--- config.mk ---
export PLATFORM = sky130hd
export DESIGN_NAME = cpu_ext_instruction_decode
export DESIGN_NICKNAME = d
export VERILOG_FILES = /design/src/logic/ced_pkg.sv /design/src/logic/ced_qphase.sv /design/src/logic/cpu_ext_instruction_decode.sv
export SDC_FILE = /design/constraint.sdc
export NUM_CORES = 1
export LEC_CHECK = 0
export ABC_AREA = 1
export BUFFER_PORTS_ARGS = -buffer_cell sky130_fd_sc_hd__buf_2
export CORE_MARGIN = 2
export CORE_UTILIZATION = 25
export CTS_CLUSTER_SIZE = 40
export DETAILED_ROUTE_END_ITERATION = 12
export SYNTH_ARGS = -nofsm -noshare
export SYNTH_HDL_FRONTEND = slang
export SYNTH_HIERARCHICAL = 1
export SYNTH_SLANG_ARGS = --single-unit
--- constraint.sdc ---
create_clock -name clk_sys -period 4.35 [get_ports clk_sys]
set_clock_uncertainty 0.05 [all_clocks]
set_input_delay 0.87 -clock clk_sys [delete_from_list [all_inputs] [get_ports clk_sys]]
set_output_delay 0.87 -clock clk_sys [all_outputs]
set_load 0.05 [all_outputs]
--- src/logic/ced_pkg.sv ---
package ced_pkg;
   // APB register map (word aligned byte addresses)
   localparam int APB_ADDR_W = 12;
   localparam int APB_DATA_W = 32;
   localparam logic [11:0] OFS_CTRL = 12'h000;
   localparam logic [11:0] OFS_ACCUM = 12'h004;
   localparam logic [11:0] OFS_FLAGS = 12'h008;
   localparam logic [11:0] OFS_BANK = 12'h00C;
   localparam logic [11:0] OFS_PTR0 = 12'h010;
   localparam logic [11:0] OFS_PTR1 = 12'h014;
   localparam logic [11:0] OFS_PTR2 = 12'h018;
   localparam logic [11:0] OFS_LATCH = 12'h01C;
   localparam logic [11:0] OFS_INFO = 12'h020;

   // Field positions
   localparam int CTRL_EXT_BIT = 0;
   localparam int CTRL_RUN_BIT = 1;
   localparam int FLAG_Z_BIT = 0;
   localparam int FLAG_N_BIT = 1;
   localparam int LATCH_UPPER_LSB = 8;

   // Reset values
   localparam logic CTRL_EXT_RESET = 1'b0;
   localparam logic CTRL_RUN_RESET = 1'b0;
   localparam logic [7:0] ACCUM_RESET = 8'h00;
   localparam logic [1:0] FLAGS_RESET = 2'h0;
   localparam logic [3:0] BANK_RESET = 4'h0;
   localparam logic [11:0] PTR_RESET = 12'h000;
   localparam logic [7:0] LATCH_HIGH_RESET = 8'h00;
   localparam logic [4:0] LATCH_UPPER_RESET = 5'h00;

   // Widths
   localparam int PC_W = 21;
   localparam int DADDR_W = 12;

   // Opcode patterns
   localparam logic [6:0] OPC_TEST_ZERO_SKIP = 7'b0110_011;
   localparam logic [7:0] OPC_XOR_LITERAL_ACCUM = 8'h0A;
   localparam logic [5:0] OPC_XOR_ACCUM_REGISTER = 6'b0001_10;
   localparam logic [7:0] OPC_POINTER_ADD = 8'hE8;
   localparam logic [7:0] OPC_POINTER_SUB = 8'hE9;
   localparam logic [7:0] OPC_PUSH_LITERAL = 8'hEA;
   localparam logic [7:0] OPC_MOVE_INDEXED = 8'hEB;
   localparam logic [15:0] OPC_CALL_VIA_ACCUM = 16'h0014;
   localparam logic [3:0] OPC_SECOND_WORD = 4'hF;
   localparam logic [1:0] SEL_FRAME = 2'b11;
   localparam logic [7:0] ACCESS_SPLIT = 8'h5F;
   localparam logic [3:0] ACCESS_HIGH_BANK = 4'hF;
   localparam logic [20:0] RETURN_STEP = 21'h000002;

   // Other two-word base opcodes, used only to size a skip
   localparam logic [3:0] OPC2_MOVE_FF = 4'hC;
   localparam logic [6:0] OPC2_CALL = 7'b1110_110;
   localparam logic [7:0] OPC2_LOAD_PTR = 8'hEE;
   localparam logic [7:0] OPC2_GOTO = 8'hEF;

   // Indirect addressing register window (source reads return zero)
   localparam logic [11:0] INDIRECT_FIRST = 12'hFE0;
   localparam logic [11:0] INDIRECT_LAST = 12'hFFF;
   localparam logic [7:0] INDIRECT_VALUE = 8'h00;

   // Quarter phases
   localparam logic [1:0] PHASE_Q1 = 2'd0;
   localparam logic [1:0] PHASE_Q2 = 2'd1;
   localparam logic [1:0] PHASE_Q3 = 2'd2;
   localparam logic [1:0] PHASE_Q4 = 2'd3;

   typedef enum logic [1:0] {
      CED_EXEC = 2'b00,
      CED_FLUSH = 2'b01,
      CED_SECOND = 2'b10
   } ced_state_type;

   typedef enum logic [3:0] {
      CED_OP_NONE = 4'b0000,
      CED_OP_TEST = 4'b0001,
      CED_OP_XORLIT = 4'b0010,
      CED_OP_XORREG = 4'b0011,
      CED_OP_PADD = 4'b0100,
      CED_OP_PSUB = 4'b0101,
      CED_OP_CALLACC = 4'b0110,
      CED_OP_MOVE = 4'b0111,
      CED_OP_PUSH = 4'b1000
   } ced_op_type;
endpackage : ced_pkg

--- src/logic/ced_qphase.sv ---
`timescale 1ns/100ps
module ced_qphase
   import ced_pkg::*;
(
   input wire logic clk_sys,
   input wire logic rst,
   input wire logic run,
   output logic [1:0] qPhase
);
   logic [1:0] next_qPhase;

   // Stopping abandons the current instruction cycle and restarts at Q1
   always_comb
   begin
      next_qPhase = run ? qPhase + 2'd1 : PHASE_Q1;
   end

   always_ff @(posedge clk_sys)
   begin
      if (rst)
         qPhase <= PHASE_Q1;
      else
         qPhase <= next_qPhase;
   end
endmodule : ced_qphase

--- src/logic/cpu_ext_instruction_decode.sv ---
// Notes on behaviour
// - zero register skips next instruction, flags kept
// - skipped two-word instruction costs two flush cycles
// - access bit 0 access bank, 1 bank pointer
// - extended, access, operand <=5Fh means frame indexed
// - literal xor into accumulator, N and Z
// - register xor, destination bit picks target, N Z
// - extensions off unless CTRL ext bit set
// - eight extra opcodes decoded only when enabled
// - selector 11 adds to frame, then returns
// - pointer subtract six-bit literal, one cycle
// - selector 11 subtracts from frame, then returns
// - accumulator call, two cycles, flags kept
// - indexed to register move, two words
// - indexed to indexed move, two words
// - push literal at frame, decrement frame pointer
// - call pushes pc+2, loads latches and accumulator
// - indirect source address moves value zero
// - literal unsigned, added to full pointer
`timescale 1ns/100ps
module cpu_ext_instruction_decode
   import ced_pkg::*;
(
   input wire logic clk_sys,
   input wire logic rst,
   input wire logic psel,
   input wire logic penable,
   input wire logic pwrite,
   input wire logic [APB_ADDR_W-1:0] paddr,
   input wire logic [APB_DATA_W-1:0] pwdata,
   output logic [APB_DATA_W-1:0] prdata,
   output logic pready,
   output logic pslverr,
   input wire logic [15:0] instrWord,
   input wire logic [PC_W-1:0] pcCurrent,
   input wire logic [PC_W-1:0] returnStackTop,
   input wire logic [7:0] regReadData,
   output logic [DADDR_W-1:0] regAddr,
   output logic regReadStrobe,
   output logic regWriteStrobe,
   output logic [7:0] regWriteData,
   output logic pcLoad,
   output logic [PC_W-1:0] pcLoadValue,
   output logic stackPush,
   output logic [PC_W-1:0] stackPushValue,
   output logic stackPop,
   output logic discardPrefetch,
   output logic cycleDone
);
   logic [1:0] qPhase;
   logic ctrlExt, ctrlRun;
   logic [7:0] accum;
   logic [1:0] flags;
   logic [3:0] bank;
   logic [11:0] ptr [3];
   logic [7:0] latchHigh;
   logic [4:0] latchUpper;
   ced_state_type state;
   logic flushChain, skipTaken, moveToIndexed;
   logic [15:0] ir;
   logic [7:0] result, srcData;

   logic next_ctrlExt, next_ctrlRun;
   logic [7:0] next_accum;
   logic [1:0] next_flags;
   logic [3:0] next_bank;
   logic [11:0] next_ptr [3];
   logic [7:0] next_latchHigh;
   logic [4:0] next_latchUpper;
   ced_state_type next_state;
   logic next_flushChain, next_skipTaken, next_moveToIndexed;
   logic [15:0] next_ir;
   logic [7:0] next_result, next_srcData;
   logic [DADDR_W-1:0] next_regAddr;
   logic next_regReadStrobe, next_regWriteStrobe;
   logic [7:0] next_regWriteData;
   logic next_pcLoad, next_stackPush, next_stackPop, next_discardPrefetch, next_cycleDone;
   logic [PC_W-1:0] next_pcLoadValue, next_stackPushValue;
   logic [APB_DATA_W-1:0] next_prdata;
   logic next_pready, next_pslverr;

   logic apbAccess, apbWrite;
   ced_op_type op;
   logic [11:0] byteAddr;
   logic [1:0] ptrSel;

   ced_qphase u_qphase
   (
      .clk_sys(clk_sys),
      .rst(rst),
      .run(ctrlRun),
      .qPhase(qPhase)
   );

   function automatic logic regHit(input logic [APB_ADDR_W-1:0] a);
      return a == OFS_CTRL || a == OFS_ACCUM || a == OFS_FLAGS || a == OFS_BANK || a == OFS_PTR0
         || a == OFS_PTR1 || a == OFS_PTR2 || a == OFS_LATCH || a == OFS_INFO;
   endfunction : regHit

   function automatic ced_op_type decodeOp(input logic [15:0] w, input logic ext);
      ced_op_type o;
      o = CED_OP_NONE;
      if (w[15:9] == OPC_TEST_ZERO_SKIP)
         o = CED_OP_TEST;
      else if (w[15:8] == OPC_XOR_LITERAL_ACCUM)
         o = CED_OP_XORLIT;
      else if (w[15:10] == OPC_XOR_ACCUM_REGISTER)
         o = CED_OP_XORREG;
      else if (ext)
      begin
         // Extension opcodes exist only while enabled
         if (w[15:8] == OPC_POINTER_ADD)
            o = CED_OP_PADD;
         else if (w[15:8] == OPC_POINTER_SUB)
            o = CED_OP_PSUB;
         else if (w[15:8] == OPC_PUSH_LITERAL)
            o = CED_OP_PUSH;
         else if (w[15:8] == OPC_MOVE_INDEXED)
            o = CED_OP_MOVE;
         else if (w == OPC_CALL_VIA_ACCUM)
            o = CED_OP_CALLACC;
      end
      return o;
   endfunction : decodeOp

   function automatic logic isTwoWord(input logic [15:0] w, input logic ext);
      return w[15:12] == OPC2_MOVE_FF || w[15:9] == OPC2_CALL || w[15:8] == OPC2_LOAD_PTR
         || w[15:8] == OPC2_GOTO || (ext && w[15:8] == OPC_MOVE_INDEXED);
   endfunction : isTwoWord

   function automatic logic [11:0] fileAddr(input logic [7:0] f, input logic a, input logic [3:0] b,
                                            input logic [11:0] frame, input logic ext);
      if (a)
         return {b, f};
      else if (ext && f <= ACCESS_SPLIT)
         return frame + {4'h0, f};
      else if (f <= ACCESS_SPLIT)
         return {4'h0, f};
      else
         return {ACCESS_HIGH_BANK, f};
   endfunction : fileAddr

   // APB handshake: one wait state, answer registered
   assign apbAccess = psel & penable & ~pready;
   assign apbWrite = psel & penable & pready & pwrite & ~pslverr;

   always_comb
   begin
      next_pready = apbAccess;
      next_pslverr = apbAccess & ~regHit(paddr);
      next_prdata = 32'h0000_0000;
      if (apbAccess && !pwrite)
      begin
         case (paddr)
            OFS_CTRL: next_prdata = {30'h0, ctrlRun, ctrlExt};
            OFS_ACCUM: next_prdata = {24'h0, accum};
            OFS_FLAGS: next_prdata = {30'h0, flags};
            OFS_BANK: next_prdata = {28'h0, bank};
            OFS_PTR0: next_prdata = {20'h0, ptr[0]};
            OFS_PTR1: next_prdata = {20'h0, ptr[1]};
            OFS_PTR2: next_prdata = {20'h0, ptr[2]};
            OFS_LATCH: next_prdata = {19'h0, latchUpper, latchHigh};
            OFS_INFO: next_prdata = {22'h0, flushChain, skipTaken, state, op, qPhase};
            default: next_prdata = 32'h0000_0000;
         endcase
      end
   end

   always_ff @(posedge clk_sys)
   begin
      if (rst)
      begin
         pready <= 1'b0;
         pslverr <= 1'b0;
         prdata <= 32'h0000_0000;
      end
      else
      begin
         pready <= next_pready;
         pslverr <= next_pslverr;
         prdata <= next_prdata;
      end
   end

   assign op = decodeOp(ir, ctrlExt);
   assign byteAddr = fileAddr(ir[7:0], ir[8], bank, ptr[2], ctrlExt);
   assign ptrSel = (ir[7:6] == SEL_FRAME) ? 2'd2 : ir[7:6];

   always_comb
   begin
      next_ctrlExt = ctrlExt;
      next_ctrlRun = ctrlRun;
      next_accum = accum;
      next_flags = flags;
      next_bank = bank;
      next_ptr = ptr;
      next_latchHigh = latchHigh;
      next_latchUpper = latchUpper;
      next_state = state;
      next_flushChain = flushChain;
      next_skipTaken = skipTaken;
      next_moveToIndexed = moveToIndexed;
      next_ir = ir;
      next_result = result;
      next_srcData = srcData;
      next_regAddr = regAddr;
      next_regReadStrobe = 1'b0;
      next_regWriteStrobe = 1'b0;
      next_regWriteData = regWriteData;
      next_pcLoad = 1'b0;
      next_pcLoadValue = pcLoadValue;
      next_stackPush = 1'b0;
      next_stackPushValue = stackPushValue;
      next_stackPop = 1'b0;
      next_cycleDone = 1'b0;
      if (ctrlRun)
      begin
         case (qPhase)
            PHASE_Q1: next_ir = instrWord;
            PHASE_Q2:
            begin
               if (state == CED_EXEC && (op == CED_OP_TEST || op == CED_OP_XORREG))
               begin
                  next_regAddr = byteAddr;
                  next_regReadStrobe = 1'b1;
               end
               else if (state == CED_EXEC && op == CED_OP_MOVE)
               begin
                  next_regAddr = ptr[2] + {5'h00, ir[6:0]};
                  next_regReadStrobe = 1'b1;
               end
            end
            PHASE_Q3:
            begin
               if (state == CED_EXEC)
               begin
                  case (op)
                     CED_OP_TEST: next_skipTaken = (regReadData == 8'h00);
                     CED_OP_XORLIT: next_result = accum ^ ir[7:0];
                     CED_OP_XORREG: next_result = accum ^ regReadData;
                     CED_OP_MOVE:
                     begin
                        next_srcData = (regAddr >= INDIRECT_FIRST && regAddr <= INDIRECT_LAST) ?
                           INDIRECT_VALUE : regReadData;
                        next_moveToIndexed = ir[7];
                     end
                     CED_OP_CALLACC:
                     begin
                        next_stackPush = 1'b1;
                        next_stackPushValue = pcCurrent + RETURN_STEP;
                     end
                     default: next_result = result;
                  endcase
               end
            end
            default:
            begin
               next_cycleDone = 1'b1;
               next_state = CED_EXEC;
               next_flushChain = 1'b0;
               case (state)
                  CED_EXEC:
                  begin
                     case (op)
                        CED_OP_TEST:
                        begin
                           if (skipTaken)
                           begin
                              next_state = CED_FLUSH;
                              next_flushChain = 1'b1;
                           end
                        end
                        CED_OP_XORLIT:
                        begin
                           next_accum = result;
                           next_flags[FLAG_Z_BIT] = (result == 8'h00);
                           next_flags[FLAG_N_BIT] = result[7];
                        end
                        CED_OP_XORREG:
                        begin
                           if (ir[9])
                           begin
                              next_regAddr = byteAddr;
                              next_regWriteData = result;
                              next_regWriteStrobe = 1'b1;
                           end
                           else
                              next_accum = result;
                           next_flags[FLAG_Z_BIT] = (result == 8'h00);
                           next_flags[FLAG_N_BIT] = result[7];
                        end
                        CED_OP_PADD, CED_OP_PSUB:
                        begin
                           if (op == CED_OP_PADD)
                              next_ptr[ptrSel] = ptr[ptrSel] + {6'h00, ir[5:0]};
                           else
                              next_ptr[ptrSel] = ptr[ptrSel] - {6'h00, ir[5:0]};
                           if (ir[7:6] == SEL_FRAME)
                           begin
                              next_pcLoad = 1'b1;
                              next_pcLoadValue = returnStackTop;
                              next_stackPop = 1'b1;
                              next_state = CED_FLUSH;
                           end
                        end
                        CED_OP_PUSH:
                        begin
                           next_regAddr = ptr[2];
                           next_regWriteData = ir[7:0];
                           next_regWriteStrobe = 1'b1;
                           next_ptr[2] = ptr[2] - 12'h001;
                        end
                        CED_OP_CALLACC:
                        begin
                           next_pcLoad = 1'b1;
                           next_pcLoadValue = {latchUpper, latchHigh, accum};
                           next_state = CED_FLUSH;
                        end
                        CED_OP_MOVE: next_state = CED_SECOND;
                        default: next_state = CED_EXEC;
                     endcase
                  end
                  CED_SECOND:
                  begin
                     next_regAddr = moveToIndexed ? ptr[2] + {5'h00, ir[6:0]} : ir[11:0];
                     next_regWriteData = srcData;
                     next_regWriteStrobe = 1'b1;
                  end
                  CED_FLUSH:
                  begin
                     // Nothing from the discarded word takes effect
                     if (flushChain && isTwoWord(ir, ctrlExt))
                        next_state = CED_FLUSH;
                  end
                  default: next_state = CED_EXEC;
               endcase
            end
         endcase
      end
      else
      begin
         // Stopping mid-instruction drops any pending work
         next_state = CED_EXEC;
         next_flushChain = 1'b0;
      end
      // Software writes win over core updates in the same cycle
      if (apbWrite)
      begin
         case (paddr)
            OFS_CTRL:
            begin
               next_ctrlExt = pwdata[CTRL_EXT_BIT];
               next_ctrlRun = pwdata[CTRL_RUN_BIT];
            end
            OFS_ACCUM: next_accum = pwdata[7:0];
            OFS_FLAGS: next_flags = pwdata[1:0];
            OFS_BANK: next_bank = pwdata[3:0];
            OFS_PTR0: next_ptr[0] = pwdata[11:0];
            OFS_PTR1: next_ptr[1] = pwdata[11:0];
            OFS_PTR2: next_ptr[2] = pwdata[11:0];
            OFS_LATCH:
            begin
               next_latchHigh = pwdata[7:0];
               next_latchUpper = pwdata[LATCH_UPPER_LSB+4:LATCH_UPPER_LSB];
            end
            default: next_bank = bank;
         endcase
      end
      next_discardPrefetch = next_ctrlRun && next_state == CED_FLUSH;
   end

   always_ff @(posedge clk_sys)
   begin
      if (rst)
      begin
         ctrlExt <= CTRL_EXT_RESET;
         ctrlRun <= CTRL_RUN_RESET;
         accum <= ACCUM_RESET;
         flags <= FLAGS_RESET;
         bank <= BANK_RESET;
         ptr <= '{PTR_RESET, PTR_RESET, PTR_RESET};
         latchHigh <= LATCH_HIGH_RESET;
         latchUpper <= LATCH_UPPER_RESET;
         state <= CED_EXEC;
         flushChain <= 1'b0;
         skipTaken <= 1'b0;
         moveToIndexed <= 1'b0;
         ir <= 16'h0000;
         result <= 8'h00;
         srcData <= 8'h00;
         regAddr <= 12'h000;
         regReadStrobe <= 1'b0;
         regWriteStrobe <= 1'b0;
         regWriteData <= 8'h00;
         pcLoad <= 1'b0;
         pcLoadValue <= 21'h000000;
         stackPush <= 1'b0;
         stackPushValue <= 21'h000000;
         stackPop <= 1'b0;
         discardPrefetch <= 1'b0;
         cycleDone <= 1'b0;
      end
      else
      begin
         ctrlExt <= next_ctrlExt;
         ctrlRun <= next_ctrlRun;
         accum <= next_accum;
         flags <= next_flags;
         bank <= next_bank;
         ptr <= next_ptr;
         latchHigh <= next_latchHigh;
         latchUpper <= next_latchUpper;
         state <= next_state;
         flushChain <= next_flushChain;
         skipTaken <= next_skipTaken;
         moveToIndexed <= next_moveToIndexed;
         ir <= next_ir;
         result <= next_result;
         srcData <= next_srcData;
         regAddr <= next_regAddr;
         regReadStrobe <= next_regReadStrobe;
         regWriteStrobe <= next_regWriteStrobe;
         regWriteData <= next_regWriteData;
         pcLoad <= next_pcLoad;
         pcLoadValue <= next_pcLoadValue;
         stackPush <= next_stackPush;
         stackPushValue <= next_stackPushValue;
         stackPop <= next_stackPop;
         discardPrefetch <= next_discardPrefetch;
         cycleDone <= next_cycleDone;
      end
   end
endmodule : cpu_ext_instruction_decode

Word-level counts from Yosys, hierarchy flattened

Index checks and enable logic that the tools add are counted.

Logic and storage cells: 237
Input port bits: 115
Register bits after elaboration: 207
Output and inout bits: 103

Reductions and logical operators: 54
Eq/ne operators: 40
Muxes and demuxes: 79
Magnitude comparators: 5
Bitwise logic cells: 20
$add $sub $neg: 7

Operators by type and width:

| kind                                                                    | number |
|---|---|
| 36-bit two-way mux                                                      | 5 |
| 12-bit two-way mux                                                      | 13 |
| 13-bit one-hot mux with 9 select lines                                  | 1 |
| 12-bit one-hot mux with 2 select lines                                  | 4 |
| 36-bit bitwise mux                                                      | 2 |
| 8-bit two-way mux                                                       | 8 |
| 8-bit one-hot mux with 2 select lines                                   | 4 |
| 12-bit by 5-bit equality test with 1-bit output (second input constant) | 4 |
| 8-bit equality test (second input constant)                             | 6 |
| 21-bit one-hot mux with 2 select lines                                  | 1 |
| 4-bit two-way mux                                                       | 7 |
| 12-bit binary-select mux with 2-bit select                              | 1 |
| 12-bit demux with 2-bit select                                          | 1 |
| 12-bit by 4-bit equality test with 1-bit output (second input constant) | 2 |
| 24-bit two-way mux                                                      | 1 |
| 21-bit by 2-bit adder with 21-bit output (second input constant)        | 1 |
| 21-bit two-way mux                                                      | 1 |
| 2-bit two-way mux                                                       | 9 |
| 16-bit by 5-bit equality test with 1-bit output (second input constant) | 1 |
| 4-bit by 3-bit equality test with 1-bit output (second input constant)  | 4 |
| 8-bit logical NOT                                                       | 2 |
| 4-bit AND reduction                                                     | 4 |
| 8-bit bitwise XOR                                                       | 2 |
| 1-bit two-way mux                                                       | 14 |
| 50 further kinds                                                        | 107 |

Depth between registers and ports, before layout

Depth in word-level cells: 18
Mapped depth: 22
Mapped depth without buffers: 22

By module

The synthesis kept the hierarchy.

By module, submodules not included:

| module                     | cells an instance | area each (um^2) | instances | sequential area each (um^2) |
|---|---|---|---|---|
| cpu_ext_instruction_decode | 1,879             | 12,137.9         | 1         | 3,723.6 |
| ced_qphase                 | 11                | 76.3             | 1         | 40.0 |

Worst setup path after synthesis

No wires, ideal clock.

Kind: register to register
Start point: register ir[7]
End point: register ptr[20] in the netlist's numbering
Data arrival time: 2,803 ps
Period minus slack after synthesis: 2,975 ps
Setup slack: 1,375 ps
Buffers on the path: 2
Library setup time: 122 ps
Required time: 4,178 ps
Stages on the path, launching flop included: 21
Path through: dfxtp_1 > buf_2 > inv_1 > clkbuf_1 > o21ai_0 > a21oi_1 > inv_1 > fa_1 > inv_1 > nand3_1 > nand2_1 > nand2_1 > nand2_1 > nand2_1 > nand3_1 > xor2_1 > nand2_1 > nand2_1 > nand2_1 > o211ai_1 > a21oi_1

Cells in the longest elaborated chain, start to end: 18
Elaborated cells between the ends (all ways): 35
Classes of those cells: 2 x add/sub; 2 x order compare; 4 x eq/ne; 24 x mux; 1 x bitwise; 2 x reduce/logical

Ends and longest elaborated chain:

| element                                                                                                | line                              | text |
|---|---|---|
| start, declared                                                                                        | cpu_ext_instruction_decode.sv:60  | `logic [15:0] ir;` |
| start signal, assigned                                                                                 | cpu_ext_instruction_decode.sv:417 | `ir <= next_ir;` |
| parallel branches: the longest is 12 deep, another holds 12-bit by 6-bit subtractor with 12-bit output | n/a                               |  |
| 24-bit two-way mux *                                                                                   | cpu_ext_instruction_decode.sv:264 | `case (op)` |
| 36-bit two-way mux *                                                                                   | cpu_ext_instruction_decode.sv:261 | `case (state)` |
| 36-bit two-way mux *                                                                                   | cpu_ext_instruction_decode.sv:218 | `case (qPhase)` |
| 36-bit two-way mux *                                                                                   | cpu_ext_instruction_decode.sv:216 | `if (ctrlRun)` |
| 12-bit two-way mux                                                                                     | cpu_ext_instruction_decode.sv:349 | `case (paddr)` |
| 36-bit two-way mux *                                                                                   | cpu_ext_instruction_decode.sv:347 | `if (apbWrite)` |
| end signal, assigned                                                                                   | cpu_ext_instruction_decode.sv:381 | `ptr <= '{PTR_RESET, PTR_RESET, PTR_RESET};` |
| end signal, assigned                                                                                   | cpu_ext_instruction_decode.sv:410 | `ptr <= next_ptr;` |
| end, declared                                                                                          | cpu_ext_instruction_decode.sv:55  | `logic [11:0] ptr [3];` |

Mark *: on every way between the ends. The select of a mux whose other input is x is not followed.
A chain may end at the register's enable or synchronous reset.

Final worst setup path

Start point: register ir[7]
End point: register ptr[34] in the netlist's numbering

Same word-level chain as after synthesis.

==> impl_metrics.yaml <==
power:
  clock_power_share_pct: 45.7
  powerDensity_nw_per_um2: 248.9
  power_frac_comb_pct: 5.5
  internal_power_mw: 2.601
  power_switching_uw: 925.9
  max-vdd-ir-drop_mv: 0.1835
  switching_share_pct: 26.25
  power_frac_seq_pct: 48.8
  p_leak_nw: 6.067
logic_synthesis:
  netlist_top_cells_area: "dfxtp_1 31%, nand2_1 11%, o21ai_0 9.9%, a21oi_1 6.8%, inv_1 6.6%"
  synthArstFlopShare_pct: 0
  avgSynthCellArea_sq_um: 6.463
  synth_area_sq_um: 12210
  syn_inst: 1890
  synth_warnings: 6
  yosysTopAreaCell: "dfxtp_1"
  seq_area_frac_synth_pct: 30.81
  post_synth_num_cell_types: 54
  synth_edf_count: 0
  synth-main-ff-cell: "dfxtp_1"
  synth.most_common_cell: "nand2_1"
  synthTopCellsByCount: "361 x nand2_1, 242 x o21ai_0, 216 x inv_1, 188 x dfxtp_1, 182 x nor2_1"
  synth_top_area_share_pct: 30.81
  synth-seq-cells: 188
timing:
  holdWs_ns: 0.4268
  min_period_over_period_pct: 82.27
  max_freq_ghz: 0.2794
  fin_tns_setup_ns: 0
  setup_slack_ns: 0.7711
  rsz0062_at_grt: "false"
  slew_headroom_pct: 37.32
  hold_viol: 0
  maxSlewViolCount: 0
  worstMarginPinSlew_ns: 0.9368
  period_needed_ns: 3.579
  setup_viol: 0
die:
  num_rows: 80
  core_area_sq_um: 47950
  io_pins: 218
  die_area_sq_um: 50640
  die_h_um: 225.0
  die_x_um: 225.0
  start_util_pct: 25.47
setup_path:
  required_ns: 4.66
  worstSetupPathType: "flop to flop"
  cp.arrival_ns: 3.89
  critPathCaptureType: "flop"
  cp_max_fo: 9
  worstSetupStartpointType: "flop"
cells_and_area:
  multi_input_area_sq_um: 7132
  layout.nets: 2167
  fill_cells: 5307
  area_growth_pct: 16.03
  final_util_pct: 29.56
  regArea_sq_um: 3764
  diodes: 0
  post_route_cells_drive_above_1_share_pct: 14.15
detailed_routing:
  met2_length_mm: 20.72
  dr.max_layer_used: "met5"
  wirelength_mm: 48.15
  viasPerCell: 5.066
  vias: 13430
  drc: 0
  drt-initial-drc-count: 1395
  wl_met1_mm: 22.08
  first_pass_iters: 6
  wl_met3_mm: 4.527
  wl_per_cell_um: 18.16
  ant_nets: 0
global_route:
  grt_pass1_wl_mm: 72.27
  antenna_found_initial: 3
  gr-total-overflow: 0
  grt_max_degree: 64
  groute.usage.overall_pct: 18.60
  grt_pass1_vias: 12020
clock_network:
  cts-buffers-inserted: 17
  h-tree-depth: 4
  cts_tree: "yes"
  clk_pin_slew_ns: 0.08
  ctsHoldBuffers: 0
  insertion_delay_ns: 0.46
  cts_max_path_buffers: 2
  cts_root_buf: "clkbuf_16"
  cts_setup_buffers: 0
  cts.repair.resized: 0
  clkSinkCount: 188
placed_design:
  dp_hpwl_mm: 37.32
  pre_cts_ws_ns: 0.9259
  io_buffer_count: 179
  place_congestion: 0.9516
run_status:
  status: "complete, no violations"
flow_run:
  cap_violations: 0
hold_path:
  min_path_type: "flop to flop"
-- placed cells by master (no fill, tap or decap), drive strengths merged, types with 29 or more instances in the layout --
cell and instances:
nand2 364, o21ai 274, inv 235, nor2 200, buf 200, dfxtp 188, a21oi 168, nand3 89
o22ai 39, xor2 32, nor3 30, o211ai 29
-- power groups by stage --
stage | clock [mW] | combinational, mW | sequential [mW]
3_5_place_dp | 0 | 0.194 | 1.76
5_1_grt | 1.71 | 0.213 | 1.72
4_1_cts | 1.63 | 0.195 | 1.72
6_report | 1.61 | 0.196 | 1.72
2_1_floorplan | 0 | 0.114 | 1.76
3_3_place_gp | 0 | 0.193 | 1.76
-- final timing paths --
| path | cells after the start | end | startpoint | slack (ns) |
|---|---|---|---|---|
| hold / removal | 2 | prdata[12] | latchUpper[4] | 0.43 |
| hold reg to reg | 2 | prdata[12] | latchUpper[4] | 0.43 |
| setup reg to reg | 21 | ptr[34] | ir[7] | 0.77 |
| setup / recovery | 21 | ptr[34] | ir[7] | 0.77 |
-- metrics by stage --
step                std cells  area (sq um)  total power, mW
global route             2651         14170            3.640
CTS                      2651         14170            3.547
floorplan                1908         12280            1.877
detailed placement       2619         13600            1.955
finish                   2651         14170            3.527
global placement         2619         13600            1.954
-- worst max-delay path, cell delays in order, from the launching register on --
cell and delay, ns:
dfxtp_1 0.67, nor2_2 0.20, buf_4 0.22, nand2_1 0.06, o21ai_0 0.07, a21oi_1 0.34, inv_1 0.16, fa_1 0.45
inv_1 0.07, nand3_1 0.08, nand2_1 0.09, nand2_1 0.06, nand2_1 0.08, nand2_1 0.07, nand3_1 0.15, nor2_1 0.06
nand2_1 0.06, nand3_1 0.08, nand2_1 0.17, nand2_1 0.08, a21oi_1 0.15, nor2_1 0.05
-- area by class of cell --
class | instances | area share (%)
clock buffers | 20 | 3.152
repair buffers | 200 | 7.434
well taps | 615 | 5.430
multi-input cells | 1383 | 50.32
inverters | 233 | 6.198
flip-flops and latches | 188 | 26.56
clock inverters | 12 | 0.9093
-- sequential cells by signal, indices dropped and copies added (netlist names), 12 cells and up --
signal          flops
ir                 16
pcLoadValue        21
prdata             13
ptr                36
regAddr            12
stackPushValue     21
-- metal layers --
metal / GRT usage [%] / vias to the layer above
met5: 0 / -
met4: 4.016 / 4
met3: 4.850 / 57
met2: 28.50 / 588
met1: 26.07 / 6224
li1: - / 6557
-- logic make-up after synthesis --
group / share of synthesized area (%)
xor gates and xnor gates: 3.155
DFF: 30.81
adders and majority gates: 3.155
other: 0.03070
AOI/OAI and AO/OA: 25.89
and+or+nand+nor: 25.59
buffers and inverters: 11.37
No activity file was read; power rests on OpenSTA's default activity.
